==> config.mk <==
export PLATFORM = sky130hd
export DESIGN_NAME = smbus_check_wake
export DESIGN_NICKNAME = d
export VERILOG_FILES = /design/src/core/crc8_step.v /design/src/core/smbus_check_wake.v
export VERILOG_INCLUDE_DIRS = /design/src /design/src/core
export SDC_FILE = /design/constraint.sdc
export NUM_CORES = 1
export LEC_CHECK = 0
export BUFFER_PORTS_ARGS = -buffer_cell sky130_fd_sc_hd__buf_4
export CAP_MARGIN = 25
export CORE_ASPECT_RATIO = 0.9
export CORE_UTILIZATION = 54
export DETAILED_ROUTE_END_ITERATION = 6
export HOLD_SLACK_MARGIN = 0.12
export PLACE_DENSITY_LB_ADDON = 0.15
export SKIP_CTS_REPAIR_TIMING = 1
export SYNTH_ARGS = -nofsm -noshare
export SYNTH_HDL_FRONTEND = slang
export SYNTH_SLANG_ARGS = --single-unit
==> constraint.sdc <==
create_clock -name mclk -period 3 [get_ports mclk]
set_clock_uncertainty 0.2 [all_clocks]
set_input_delay 0.6 -clock mclk [delete_from_list [all_inputs] [get_ports mclk]]
set_output_delay 0.6 -clock mclk [all_outputs]
set_load 0.02 [all_outputs]
==> src/core/smb_check_consts.vh <==
// constants for the smbus check-byte, timeout and stop-wake block
// Operation
// low and extension timeouts step 2048 clocks, idle 4; limit is field plus one
// software sets byte ack control for slave transmit with check byte
// slave transmit: count includes check byte, count-1 requests, then code sent
// reload mode disables the check-byte request in every direction
// slave receive: software uses reload per byte, then check request
// slave receive: byte after count-1 compared; nack on mismatch, ack on match
// received check byte lands in receive data and sets receive full
// mismatch sets mismatch flag; error interrupt when enabled
// master transmit: software sets request and count before start
// master transmit with auto stop: stop right after the check byte
// master transmit without auto stop: complete flag and clock held low
// master receive with auto stop: check, nack the byte, then stop
// master receive without auto stop: check, complete flag, clock held low
// software enables stop wake and picks the internal oscillator
// start during stop: oscillator on, clock held until it runs
// address match while waking: hold clock until match flag cleared
// address mismatch while waking: oscillator off, no wake
// no oscillator request when kernel is system clock or wake disabled
// nonzero noise filter length cancels the stop-wake enable
// software keeps stretching on for wake; else disables before stop
// software avoids stop during master or addressed transfers
// check code is crc-8, poly x^8+x^2+x+1, over every message byte
// idle select 0 detects clock low, 1 detects both lines high
// check code accumulation restarts at every start or repeated start
`ifndef SMB_CHECK_CONSTS_VH
`define SMB_CHECK_CONSTS_VH

// ********************************************
// register offsets
// ********************************************
`define OFF_CTRL 8'h00
`define OFF_COUNT 8'h04
`define OFF_TIMEOUT 8'h08
`define OFF_STATUS 8'h0C
`define OFF_CHECK 8'h10
`define OFF_RXDATA 8'h14
`define OFF_TXDATA 8'h18
`define OFF_CMD 8'h1C

// ********************************************
// control fields
// ********************************************
`define CTRL_BYTE_ACK 0
`define CTRL_CHECK_REQ 1
`define CTRL_RELOAD 2
`define CTRL_AUTO_STOP 3
`define CTRL_ERR_IRQ 4
`define CTRL_WAKE_EN 5
`define CTRL_KSEL_SYS 6
`define CTRL_FILT_LO 8
`define CTRL_FILT_HI 11
`define CTRL_RESET 12'h000
`define CMD_RESTART 0

// ********************************************
// timeout fields
// ********************************************
`define TO_A_LO 0
`define TO_A_HI 11
`define TO_IDLE_SEL 12
`define TO_A_ON 15
`define TO_B_LO 16
`define TO_B_HI 27
`define TO_B_ON 31
`define TO_RESET 32'h00000000
`define STEP_LONG 11'h7FF
`define STEP_IDLE 11'h003

// ********************************************
// status bits
// ********************************************
`define ST_RX_FULL 0
`define ST_TX_REQ 1
`define ST_DONE 2
`define ST_MISMATCH 3
`define ST_TIMEOUT 4
`define ST_ADDR 5
`define ST_STOP 6

`define CRC_POLY 8'h07
`define CRC_INIT 8'h00

`endif

==> src/core/crc8_step.v <==
// crc-8 accumulator, one byte per enable
`timescale 1ns/1ps
`default_nettype none
`include "smb_check_consts.vh"
module crc8_step (
	input wire mclk,
	input wire rst,
	input wire clr,
	input wire en,
	input wire [7:0] data,
	output reg [7:0] crc
);
	reg [7:0] next_crc;
	integer i;

	// msb first, whole byte folded in one cycle
	// crc-8 polynomial
	always @* begin
		next_crc = crc ^ data;
		for (i = 0; i < 8; i = i + 1) begin
			if (next_crc[7]) begin
				next_crc = {next_crc[6:0], 1'b0} ^ `CRC_POLY;
			end else begin
				next_crc = {next_crc[6:0], 1'b0};
			end
		end
	end

	// clear beats a byte, though both cannot meet on a real bus
	always @(posedge mclk) begin
		if (rst || clr) begin
			crc <= `CRC_INIT;
		end else if (en) begin
			crc <= next_crc;
		end
	end
endmodule
`default_nettype wire

==> src/core/smbus_check_wake.v <==
// smbus check byte, timeout and stop-wake extension
//
// Design decisions made here: the placing of the registers and the strobed register port.
`timescale 1ns/1ps
`default_nettype none
`include "smb_check_consts.vh"
module smbus_check_wake (
	input wire mclk,
	input wire rst,
	input wire scl_in,
	input wire sda_in,
	output wire scl_out,
	output reg scl_oe_n,
	input wire [7:0] reg_addr,
	input wire [31:0] reg_wdata,
	input wire reg_wr,
	input wire reg_rd,
	output reg [31:0] reg_rdata,
	input wire master_mode,
	input wire addr_match,
	input wire stretch_active,
	input wire in_stop,
	input wire osc_ready,
	output reg [7:0] tx_byte,
	output reg ack_force,
	output reg ack_nack,
	output reg stop_request,
	output reg restart_request,
	output reg osc_request,
	output reg wake_request,
	output reg err_irq
);
	localparam [3:0] W_IDLE = 4'b0001;
	localparam [3:0] W_OSC = 4'b0010;
	localparam [3:0] W_ADDR = 4'b0100;
	localparam [3:0] W_MATCH = 4'b1000;

	// ********************************************
	// pin sampling and bus events
	// ********************************************
	reg scl_m, scl_s, scl_d, sda_m, sda_s, sda_d;

	// two stages before use, third stage for edges
	always @(posedge mclk) begin
		if (rst) begin
			scl_m <= 1'b1;
			scl_s <= 1'b1;
			scl_d <= 1'b1;
			sda_m <= 1'b1;
			sda_s <= 1'b1;
			sda_d <= 1'b1;
		end else begin
			scl_m <= scl_in;
			scl_s <= scl_m;
			scl_d <= scl_s;
			sda_m <= sda_in;
			sda_s <= sda_m;
			sda_d <= sda_s;
		end
	end

	assign scl_out = 1'b0; // open drain, only ever pulls low

	wire scl_rise = scl_s & ~scl_d;
	wire scl_fall = ~scl_s & scl_d;
	wire start_ev = scl_s & scl_d & sda_d & ~sda_s;
	wire stop_ev = scl_s & scl_d & ~sda_d & sda_s;

	// ********************************************
	// registers
	// ********************************************
	reg [11:0] ctrl;
	reg [7:0] transfer_count;
	reg [31:0] tmo;
	reg [7:0] tx_data;
	reg [7:0] rx_data_reg;
	reg rx_full_flag, tx_data_request, transfer_complete_flag;
	reg check_mismatch_flag, timeout_flag, addr_flag, stop_seen_flag;
	wire [7:0] check_code_reg;

	wire byte_ack_control = ctrl[`CTRL_BYTE_ACK];
	wire check_byte_request = ctrl[`CTRL_CHECK_REQ];
	wire reload_mode = ctrl[`CTRL_RELOAD];
	wire auto_stop_enable = ctrl[`CTRL_AUTO_STOP];
	wire error_irq_enable = ctrl[`CTRL_ERR_IRQ];
	wire stop_wakeup_enable = ctrl[`CTRL_WAKE_EN];
	wire kernel_sel_sys = ctrl[`CTRL_KSEL_SYS];
	wire [3:0] noise_filter_len = ctrl[`CTRL_FILT_HI:`CTRL_FILT_LO];
	wire [11:0] low_idle_limit = tmo[`TO_A_HI:`TO_A_LO];
	wire idle_select = tmo[`TO_IDLE_SEL];
	wire low_idle_timer_on = tmo[`TO_A_ON];
	wire [11:0] ext_limit = tmo[`TO_B_HI:`TO_B_LO];
	wire ext_timer_on = tmo[`TO_B_ON];

	// address decode
	wire wr_ctrl = reg_wr && (reg_addr == `OFF_CTRL);
	wire wr_count = reg_wr && (reg_addr == `OFF_COUNT);
	wire wr_tmo = reg_wr && (reg_addr == `OFF_TIMEOUT);
	wire wr_status = reg_wr && (reg_addr == `OFF_STATUS);
	wire wr_txdata = reg_wr && (reg_addr == `OFF_TXDATA);
	wire wr_restart = reg_wr && (reg_addr == `OFF_CMD)
		&& reg_wdata[`CMD_RESTART];
	wire rd_rxdata = reg_rd && (reg_addr == `OFF_RXDATA);

	// ********************************************
	// byte framing
	// ********************************************
	reg [3:0] bit_cnt;
	reg [6:0] shift;
	reg addr_phase, rw, involved, ack_low;
	reg [7:0] data_cnt;
	wire [7:0] rx_byte = {shift, sda_s};
	wire byte_done = scl_rise && (bit_cnt == 4'h7);
	wire ack_rise = scl_rise && (bit_cnt == 4'h8);
	wire boundary = scl_fall && (bit_cnt == 4'h9);

	// bit count restarts at any start; stop ends the frame
	always @(posedge mclk) begin
		if (rst || start_ev || stop_ev) begin
			bit_cnt <= 4'h0;
		end else if (scl_rise) begin
			bit_cnt <= bit_cnt + 4'h1;
		end else if (boundary) begin
			bit_cnt <= 4'h0;
		end
	end

	// shift in data and remember ack level
	always @(posedge mclk) begin
		if (rst) begin
			shift <= 7'h00;
			ack_low <= 1'b0;
		end else begin
			if (scl_rise && bit_cnt < 4'h7) begin
				shift <= {shift[5:0], sda_s};
			end
			if (ack_rise) begin
				ack_low <= ~sda_s;
			end
		end
	end

	// ********************************************
	// check byte position
	// ********************************************
	// reload cancels request
	wire check_act = check_byte_request && !reload_mode
		&& (master_mode || byte_ack_control);
	wire [7:0] cnt_m1 = transfer_count - 8'h01;
	wire is_check = check_act && !addr_phase && (data_cnt == cnt_m1);
	wire [7:0] nidx = addr_phase ? 8'h00 : (data_cnt + 8'h01);
	wire next_is_check = check_act && (nidx == cnt_m1);
	wire more_data = reload_mode || (nidx < transfer_count);
	wire dev_tx = master_mode ? ~rw : rw;
	wire mismatch = is_check && !dev_tx && involved
		&& (rx_byte != check_code_reg);
	wire check_end = boundary && is_check && involved;

	// frame state: address byte, direction, involvement, data index
	always @(posedge mclk) begin
		if (rst || stop_ev) begin
			addr_phase <= 1'b0;
			involved <= 1'b0;
			rw <= 1'b0;
			data_cnt <= 8'h00;
		end else if (start_ev) begin
			addr_phase <= 1'b1;
			involved <= 1'b0;
			data_cnt <= 8'h00;
		end else begin
			if (byte_done && addr_phase) begin
				rw <= rx_byte[0];
				involved <= master_mode | addr_match;
			end
			if (wr_count) begin
				data_cnt <= 8'h00; // a new count starts a new run
			end else if (boundary && !addr_phase) begin
				data_cnt <= data_cnt + 8'h01;
			end
			if (boundary) begin
				addr_phase <= 1'b0;
			end
		end
	end

	// restart at start
	// every byte incl address
	crc8_step u_crc (
		.mclk(mclk),
		.rst(rst),
		.clr(start_ev),
		.en(byte_done),
		.data(rx_byte),
		.crc(check_code_reg)
	);

	// ********************************************
	// answers to the core engine
	// ********************************************
	// ack override lives from the 8th bit to the end of the ack slot
	always @(posedge mclk) begin
		if (rst || start_ev || stop_ev) begin
			ack_force <= 1'b0;
			ack_nack <= 1'b0;
		end else if (byte_done && is_check && !dev_tx && involved) begin
			// forced ack by compare
			// master always nacks
			ack_force <= 1'b1;
			ack_nack <= master_mode | mismatch;
		end else if (boundary) begin
			ack_force <= 1'b0;
			ack_nack <= 1'b0;
		end
	end

	// check code replaces data
	always @(posedge mclk) begin
		if (rst) begin
			tx_byte <= 8'h00;
		end else begin
			tx_byte <= is_check ? check_code_reg : tx_data;
		end
	end

	// master end of message after the check byte
	always @(posedge mclk) begin
		if (rst) begin
			stop_request <= 1'b0;
			restart_request <= 1'b0;
		end else begin
			// stop after check
			// then stop
			stop_request <= check_end && master_mode && auto_stop_enable;
			restart_request <= wr_restart;
		end
	end

	// ********************************************
	// timeouts
	// ********************************************
	reg [10:0] a_pre, b_pre;
	reg [12:0] a_cnt, b_cnt;
	// idle select picks condition
	wire a_cond = idle_select ? (scl_s & sda_s) : ~scl_s;
	// step length
	wire [10:0] a_step = idle_select ? `STEP_IDLE : `STEP_LONG;
	wire a_tick = a_pre == a_step;
	wire b_cond = stretch_active | ~scl_oe_n;
	wire b_tick = b_pre == `STEP_LONG;
	wire b_clear = start_ev || stop_ev || (boundary && master_mode);
	// limit is field plus one
	wire a_hit = a_cnt == ({1'b0, low_idle_limit} + 13'h0001);
	wire b_hit = b_cnt == ({1'b0, ext_limit} + 13'h0001);

	// low or idle timer restarts whenever the condition breaks
	always @(posedge mclk) begin
		if (rst || !low_idle_timer_on || !a_cond) begin
			a_pre <= 11'h000;
			a_cnt <= 13'h0000;
		end else if (!a_hit) begin
			a_pre <= a_tick ? 11'h000 : a_pre + 11'h001;
			if (a_tick) begin
				a_cnt <= a_cnt + 13'h0001;
			end
		end
	end

	// extension time is cumulative and pauses between stretches; start, stop and, in master mode, each byte boundary clear it
	always @(posedge mclk) begin
		if (rst || !ext_timer_on || b_clear) begin
			b_pre <= 11'h000;
			b_cnt <= 13'h0000;
		end else if (b_cond && !b_hit) begin
			b_pre <= b_tick ? 11'h000 : b_pre + 11'h001;
			if (b_tick) begin
				b_cnt <= b_cnt + 13'h0001;
			end
		end
	end

	// ********************************************
	// stop-mode wake
	// ********************************************
	reg [3:0] wstate;
	reg [3:0] next_wstate;
	reg wake_hit;
	// filter cancels wake enable
	// no request on system clock
	wire wake_ok = stop_wakeup_enable && (noise_filter_len == 4'h0)
		&& !kernel_sel_sys;

	always @* begin
		next_wstate = wstate;
		case (wstate)
			W_IDLE: begin
				// start powers oscillator
				if (start_ev && in_stop && wake_ok) begin
					next_wstate = W_OSC;
				end
			end
			W_OSC: begin
				if (osc_ready) begin
					next_wstate = W_ADDR;
				end
			end
			W_ADDR: begin
				// match holds clock
				// mismatch drops oscillator
				if (stop_ev) begin
					next_wstate = W_IDLE;
				end else if (boundary) begin
					next_wstate = wake_hit ? W_MATCH : W_IDLE;
				end
			end
			W_MATCH: begin
				// release on flag clear
				if (!addr_flag) begin
					next_wstate = W_IDLE;
				end
			end
			default: begin
				next_wstate = W_IDLE;
			end
		endcase
	end

	always @(posedge mclk) begin
		if (rst) begin
			wstate <= W_IDLE;
			wake_hit <= 1'b0;
		end else begin
			wstate <= next_wstate;
			if (byte_done && addr_phase) begin
				wake_hit <= addr_match;
			end
		end
	end

	// ********************************************
	// status flags, set wins over clear
	// ********************************************
	reg hold_done;
	wire done_set = check_end && master_mode && !auto_stop_enable;
	wire rx_set = byte_done && !addr_phase && !dev_tx && involved;
	wire tx_set = boundary && involved && dev_tx
		&& (addr_phase || !ack_low ? addr_phase : 1'b1)
		&& !(!addr_phase && is_check) && !next_is_check && more_data;
	wire to_set = a_hit || b_hit;
	wire addr_set = byte_done && addr_phase && addr_match && !master_mode;

	always @(posedge mclk) begin
		if (rst) begin
			rx_full_flag <= 1'b0;
			tx_data_request <= 1'b0;
			transfer_complete_flag <= 1'b0;
			check_mismatch_flag <= 1'b0;
			timeout_flag <= 1'b0;
			addr_flag <= 1'b0;
			stop_seen_flag <= 1'b0;
			hold_done <= 1'b0;
		end else begin
			// check byte is ordinary data
			if (rx_set) rx_full_flag <= 1'b1;
			else if (rd_rxdata) rx_full_flag <= 1'b0;
			// count-1 requests
			if (tx_set) tx_data_request <= 1'b1;
			else if (wr_txdata) tx_data_request <= 1'b0;
			// complete and hold
			// complete and hold
			if (done_set) transfer_complete_flag <= 1'b1;
			else if (wr_restart || (wr_status && reg_wdata[`ST_DONE]))
				transfer_complete_flag <= 1'b0;
			if (done_set) hold_done <= 1'b1;
			else if (wr_restart) hold_done <= 1'b0;
			// mismatch flag
			if (byte_done && mismatch) check_mismatch_flag <= 1'b1;
			else if (wr_status && reg_wdata[`ST_MISMATCH])
				check_mismatch_flag <= 1'b0;
			if (to_set) timeout_flag <= 1'b1;
			else if (wr_status && reg_wdata[`ST_TIMEOUT])
				timeout_flag <= 1'b0;
			if (addr_set) addr_flag <= 1'b1;
			else if (wr_status && reg_wdata[`ST_ADDR]) addr_flag <= 1'b0;
			if (stop_ev) stop_seen_flag <= 1'b1;
			else if (wr_status && reg_wdata[`ST_STOP])
				stop_seen_flag <= 1'b0;
		end
	end

	// ********************************************
	// software writes and outputs
	// ********************************************
	always @(posedge mclk) begin
		if (rst) begin
			ctrl <= `CTRL_RESET;
			transfer_count <= 8'h00;
			tmo <= `TO_RESET;
			tx_data <= 8'h00;
			rx_data_reg <= 8'h00;
		end else begin
			if (wr_ctrl) ctrl <= reg_wdata[11:0];
			if (wr_count) transfer_count <= reg_wdata[7:0];
			if (wr_tmo) tmo <= reg_wdata;
			if (wr_txdata) tx_data <= reg_wdata[7:0];
			if (rx_set) rx_data_reg <= rx_byte;
		end
	end

	// clock hold, oscillator and wake lines
	always @(posedge mclk) begin
		if (rst) begin
			scl_oe_n <= 1'b1;
			osc_request <= 1'b0;
			wake_request <= 1'b0;
			err_irq <= 1'b0;
		end else begin
			// hold until oscillator runs
			scl_oe_n <= !(wstate == W_OSC || wstate == W_MATCH || hold_done);
			osc_request <= (wstate != W_IDLE);
			wake_request <= (wstate == W_MATCH);
			// error interrupt
			err_irq <= error_irq_enable
				&& (check_mismatch_flag || timeout_flag);
		end
	end

	// read data one cycle after the strobe, zero for unmapped
	always @(posedge mclk) begin
		if (rst) begin
			reg_rdata <= 32'h00000000;
		end else if (reg_rd) begin
			if (reg_addr == `OFF_CTRL) reg_rdata <= {20'h00000, ctrl};
			else if (reg_addr == `OFF_COUNT)
				reg_rdata <= {24'h000000, transfer_count};
			else if (reg_addr == `OFF_TIMEOUT) reg_rdata <= tmo;
			else if (reg_addr == `OFF_STATUS)
				reg_rdata <= {25'h0000000, stop_seen_flag, addr_flag,
					timeout_flag, check_mismatch_flag,
					transfer_complete_flag, tx_data_request, rx_full_flag};
			else if (reg_addr == `OFF_CHECK)
				reg_rdata <= {24'h000000, check_code_reg};
			else if (reg_addr == `OFF_RXDATA)
				reg_rdata <= {24'h000000, rx_data_reg};
			else if (reg_addr == `OFF_TXDATA)
				reg_rdata <= {24'h000000, tx_data};
			else reg_rdata <= 32'h00000000;
		end
	end
endmodule
`default_nettype wire

==> impl_metrics.json <==
{
  "cp_common_cell": "a211o_1",
  "slew_headroom": 0.4855,
  "yosys-top-cells-area": "dfxtp_1 (38%), nand2_1 (6.4%), a21oi_1 (5.8%)",
  "setup_tns_ns": 0,
  "drtIter0Drc": 753,
  "synth_area_leader_cell": "dfxtp_1",
  "crit_arrival_ns": 3.10,
  "avgSynthCellArea_um2": 8.220,
  "drt_pre_antenna_iters": 5,
  "slew_violations": 0,
  "track_usage": 0.2758,
  "vdd_ir_drop_max_uv": 494.3,
  "rr_startpoint": "tmo[0]$_SDFFE_PP0P_",
  "max_stage_delay_ns": 0.58,
  "die_w_um": 153.4,
  "endpoint_kind": "flop",
  "layout.nets": 1522,
  "grt_pass1_vias": 9368,
  "crit_type": "reg -> reg",
  "powerDensity_nw_per_um2": 472.0,
  "wl_um": 29900,
  "place.gp.congestion": 0.8689,
  "setup_ws_ns": 0.07816,
  "hp-class": "in -> reg",
  "clk_pin_slew_ns": 0.06,
  "yosys-top-cells-count": "dfxtp_1 (214), nand2_1 (190), a21oi_1 (128), nor2_1 (113), nand3_1 (68)",
  "synthCells": 1355,
  "cts_buffers": 23,
  "grt_pass1_wl_um": 47950,
  "cp-start-kind": "flop",
  "core-area_um2": 20110,
  "wl_per_cell_um": 17.39,
  "crit_chain": "ha_4 -> xor2_1 -> a211o_1 -> a211o_1 -> or4_4 -> nor4_4 -> buf_4 -> buf_2 -> or3b_2 -> a21oi_1",
  "h-tree-depth": 1,
  "final_area_um2": 13130,
  "ys_seq_area_frac": 0.3846,
  "synth_most_common_cell": "dfxtp_1",
  "cts.sinks": 214,
  "drcViolationCount": 0,
  "initial_core_util": 0.5539,
  "status": "complete, no violations",
  "dpl.hpwl_um": 21050,
  "synth_area_um2": 11140,
  "regToRegEndpoint": "a_cnt[1]$_SDFFE_PP0P_",
  "cts_tree": "built",
  "holdPathStages": 3,
  "period_share": 0.9739,
  "drive_above_1_share": 0.1570,
  "dp_slack_ns": -0.01722,
  "synth_top_flop_cell": "dfxtp_1",
  "async_flop_share": 0,
  "worstPathMaxFanout": 7,
  "ys_seq_elements": 214,
  "dpl_cell_area_um2": 12240,
  "whs_ns": 0.1350,
  "grt_overflow_total": 0,
  "io_pins": 100,
  "top_regs": "reg_rdata (32), tmo (32)",
  "min_from": "reg_wdata[14]",
  "ys_types": 76,
  "clockBufferDepth": 3,
  "synth_warnings": 0,
  "setup_viol": 0,
  "crit_path_start": "tmo[0]$_SDFFE_PP0P_",
  "max_clock_freq_ghz": 0.3423,
  "die_area_um2": 21210,
  "dp.cells": 1670,
  "fill_cells": 1706,
  "yosys.area.top_type_share": 0.3846,
  "worst_pin_slew_ns": 0.7636,
  "drv_cap": 0,
  "slowest_stage": "or4_4",
  "cp_top_family": "simple AND/OR/NAND/NOR gates",
  "ant_nets": 0,
  "die_y_um": 138.3,
  "worst-path-buf-inv": 2,
  "num_rows": 49,
  "synth_nets": 1428,
  "hold_viol": 0,
  "power_leakage_nw": 4.825,
  "grt_antenna_before_repair": 0,
  "clk_latency_ns": 0.52,
  "diodes": 0,
  "fin_cells": 1720,
  "critPathRequiredTime_ns": 3.18,
  "num_vias": 10131,
  "grt_max_degree": 145,
  "r2r_cells": 10,
  "period_minus_slack_ns": 2.922,
  "r2r_slack_ns": 0.08,
  "root_buffer": "clkbuf_16",
  "syn2layout_area_growth_pct": 17.86,
  "portBuffers": 98,
  "vias_per_cell": 5.890,
  "min_to": "tmo[14]$_SDFFE_PP0P_",
  "synth-edff-count": 0
}
-- routing by layer --
layer,share of wire,track usage
met1,0.46,0.3805
met4,0.034,0.09789
met2,0.46,0.4463
met5,0,0
met3,0.047,0.03292
-- kinds of logic (layout without fill, tap and decap cells) --
kind of cell / count (synthesis) / in the layout / synth area share
and+or+nand+nor: 590 / 590 / 0.2639
xor gates and xnor gates: 84 / 84 / 0.06920
AOI/OAI and AO/OA: 260 / 260 / 0.1446
buffers and inverters: 116 / 226 / 0.04437
DFF: 214 / 214 / 0.3846
adders and majority gates: 22 / 22 / 0.02471
muxes: 68 / 68 / 0.06830
other: 1 / 1 / 0.0003367
-- worst max path at each step --
stage                                  to  slack (ns)  depth (start not counted)
floorplan           a_pre[1]$_SDFFE_PP0N_        0.01                         10
finish              a_cnt[1]$_SDFFE_PP0P_        0.08                         10
global route        a_pre[1]$_SDFFE_PP0N_     -0.0007                         10
detailed placement  a_pre[8]$_SDFFE_PP0N_       -0.02                          9
global placement    a_pre[6]$_SDFFE_PP0N_        0.03                          9
CTS                 a_pre[6]$_SDFFE_PP0N_       -0.03                          9
-- cell usage in the layout (no fill, tap or decap), types with 12 or more instances in the layout --
cell type,count
nor2_1,113
buf_4,145
o31ai_1,15
xnor2_1,53
a21oi_1,127
ha_1,21
nand2_1,190
nand4_1,12
or4_1,19
or2_2,12
dfxtp_1,209
nor4_1,16
clkbuf_16,24
o21ai_0,31
or3_1,20
nand2b_1,21
nor2b_1,34
nor3_1,21
mux2i_1,58
xor2_1,28
and3_1,17
nand3_1,68
inv_1,29
-- cell type report --
type | count | area (um^2) | area share
inverter | 29 | 108.9 | 0.008292
multi-input combinational | 1025 | 6397 | 0.4873
clock inverter | 5 | 56.30 | 0.004289
clock buffer | 36 | 694.4 | 0.05290
tap | 255 | 319.1 | 0.02430
sequential | 214 | 4290 | 0.3268
timing repair buffer | 156 | 1261 | 0.09607
-- tightest hold or removal path: stages --
cell	delay, ns
buf_4	0.11
nand2_1	0.04
a21oi_1	0.05
-- power by group --
group          switching [mW]  leakage (nW)  internal (mW)
Clock                    1.14         0.367           1.67
Combinational           0.253          2.73          0.195
Sequential             0.0529          1.73           2.88
Total                    1.45          4.83           4.75
-- per-stage QoR --
| step | power, mW | utilization |
|---|---|---|
| 2_1_floorplan | 3.243 | - |
| 3_3_place_gp | 3.428 | 0.6089 |
| 3_5_place_dp | 3.432 | 0.6089 |
| 4_1_cts | 6.232 | 0.6462 |
| 5_1_grt | 6.394 | 0.6528 |
| 6_report | 6.196 | 0.6528 |
No activity file was read; power rests on OpenSTA's default activity.
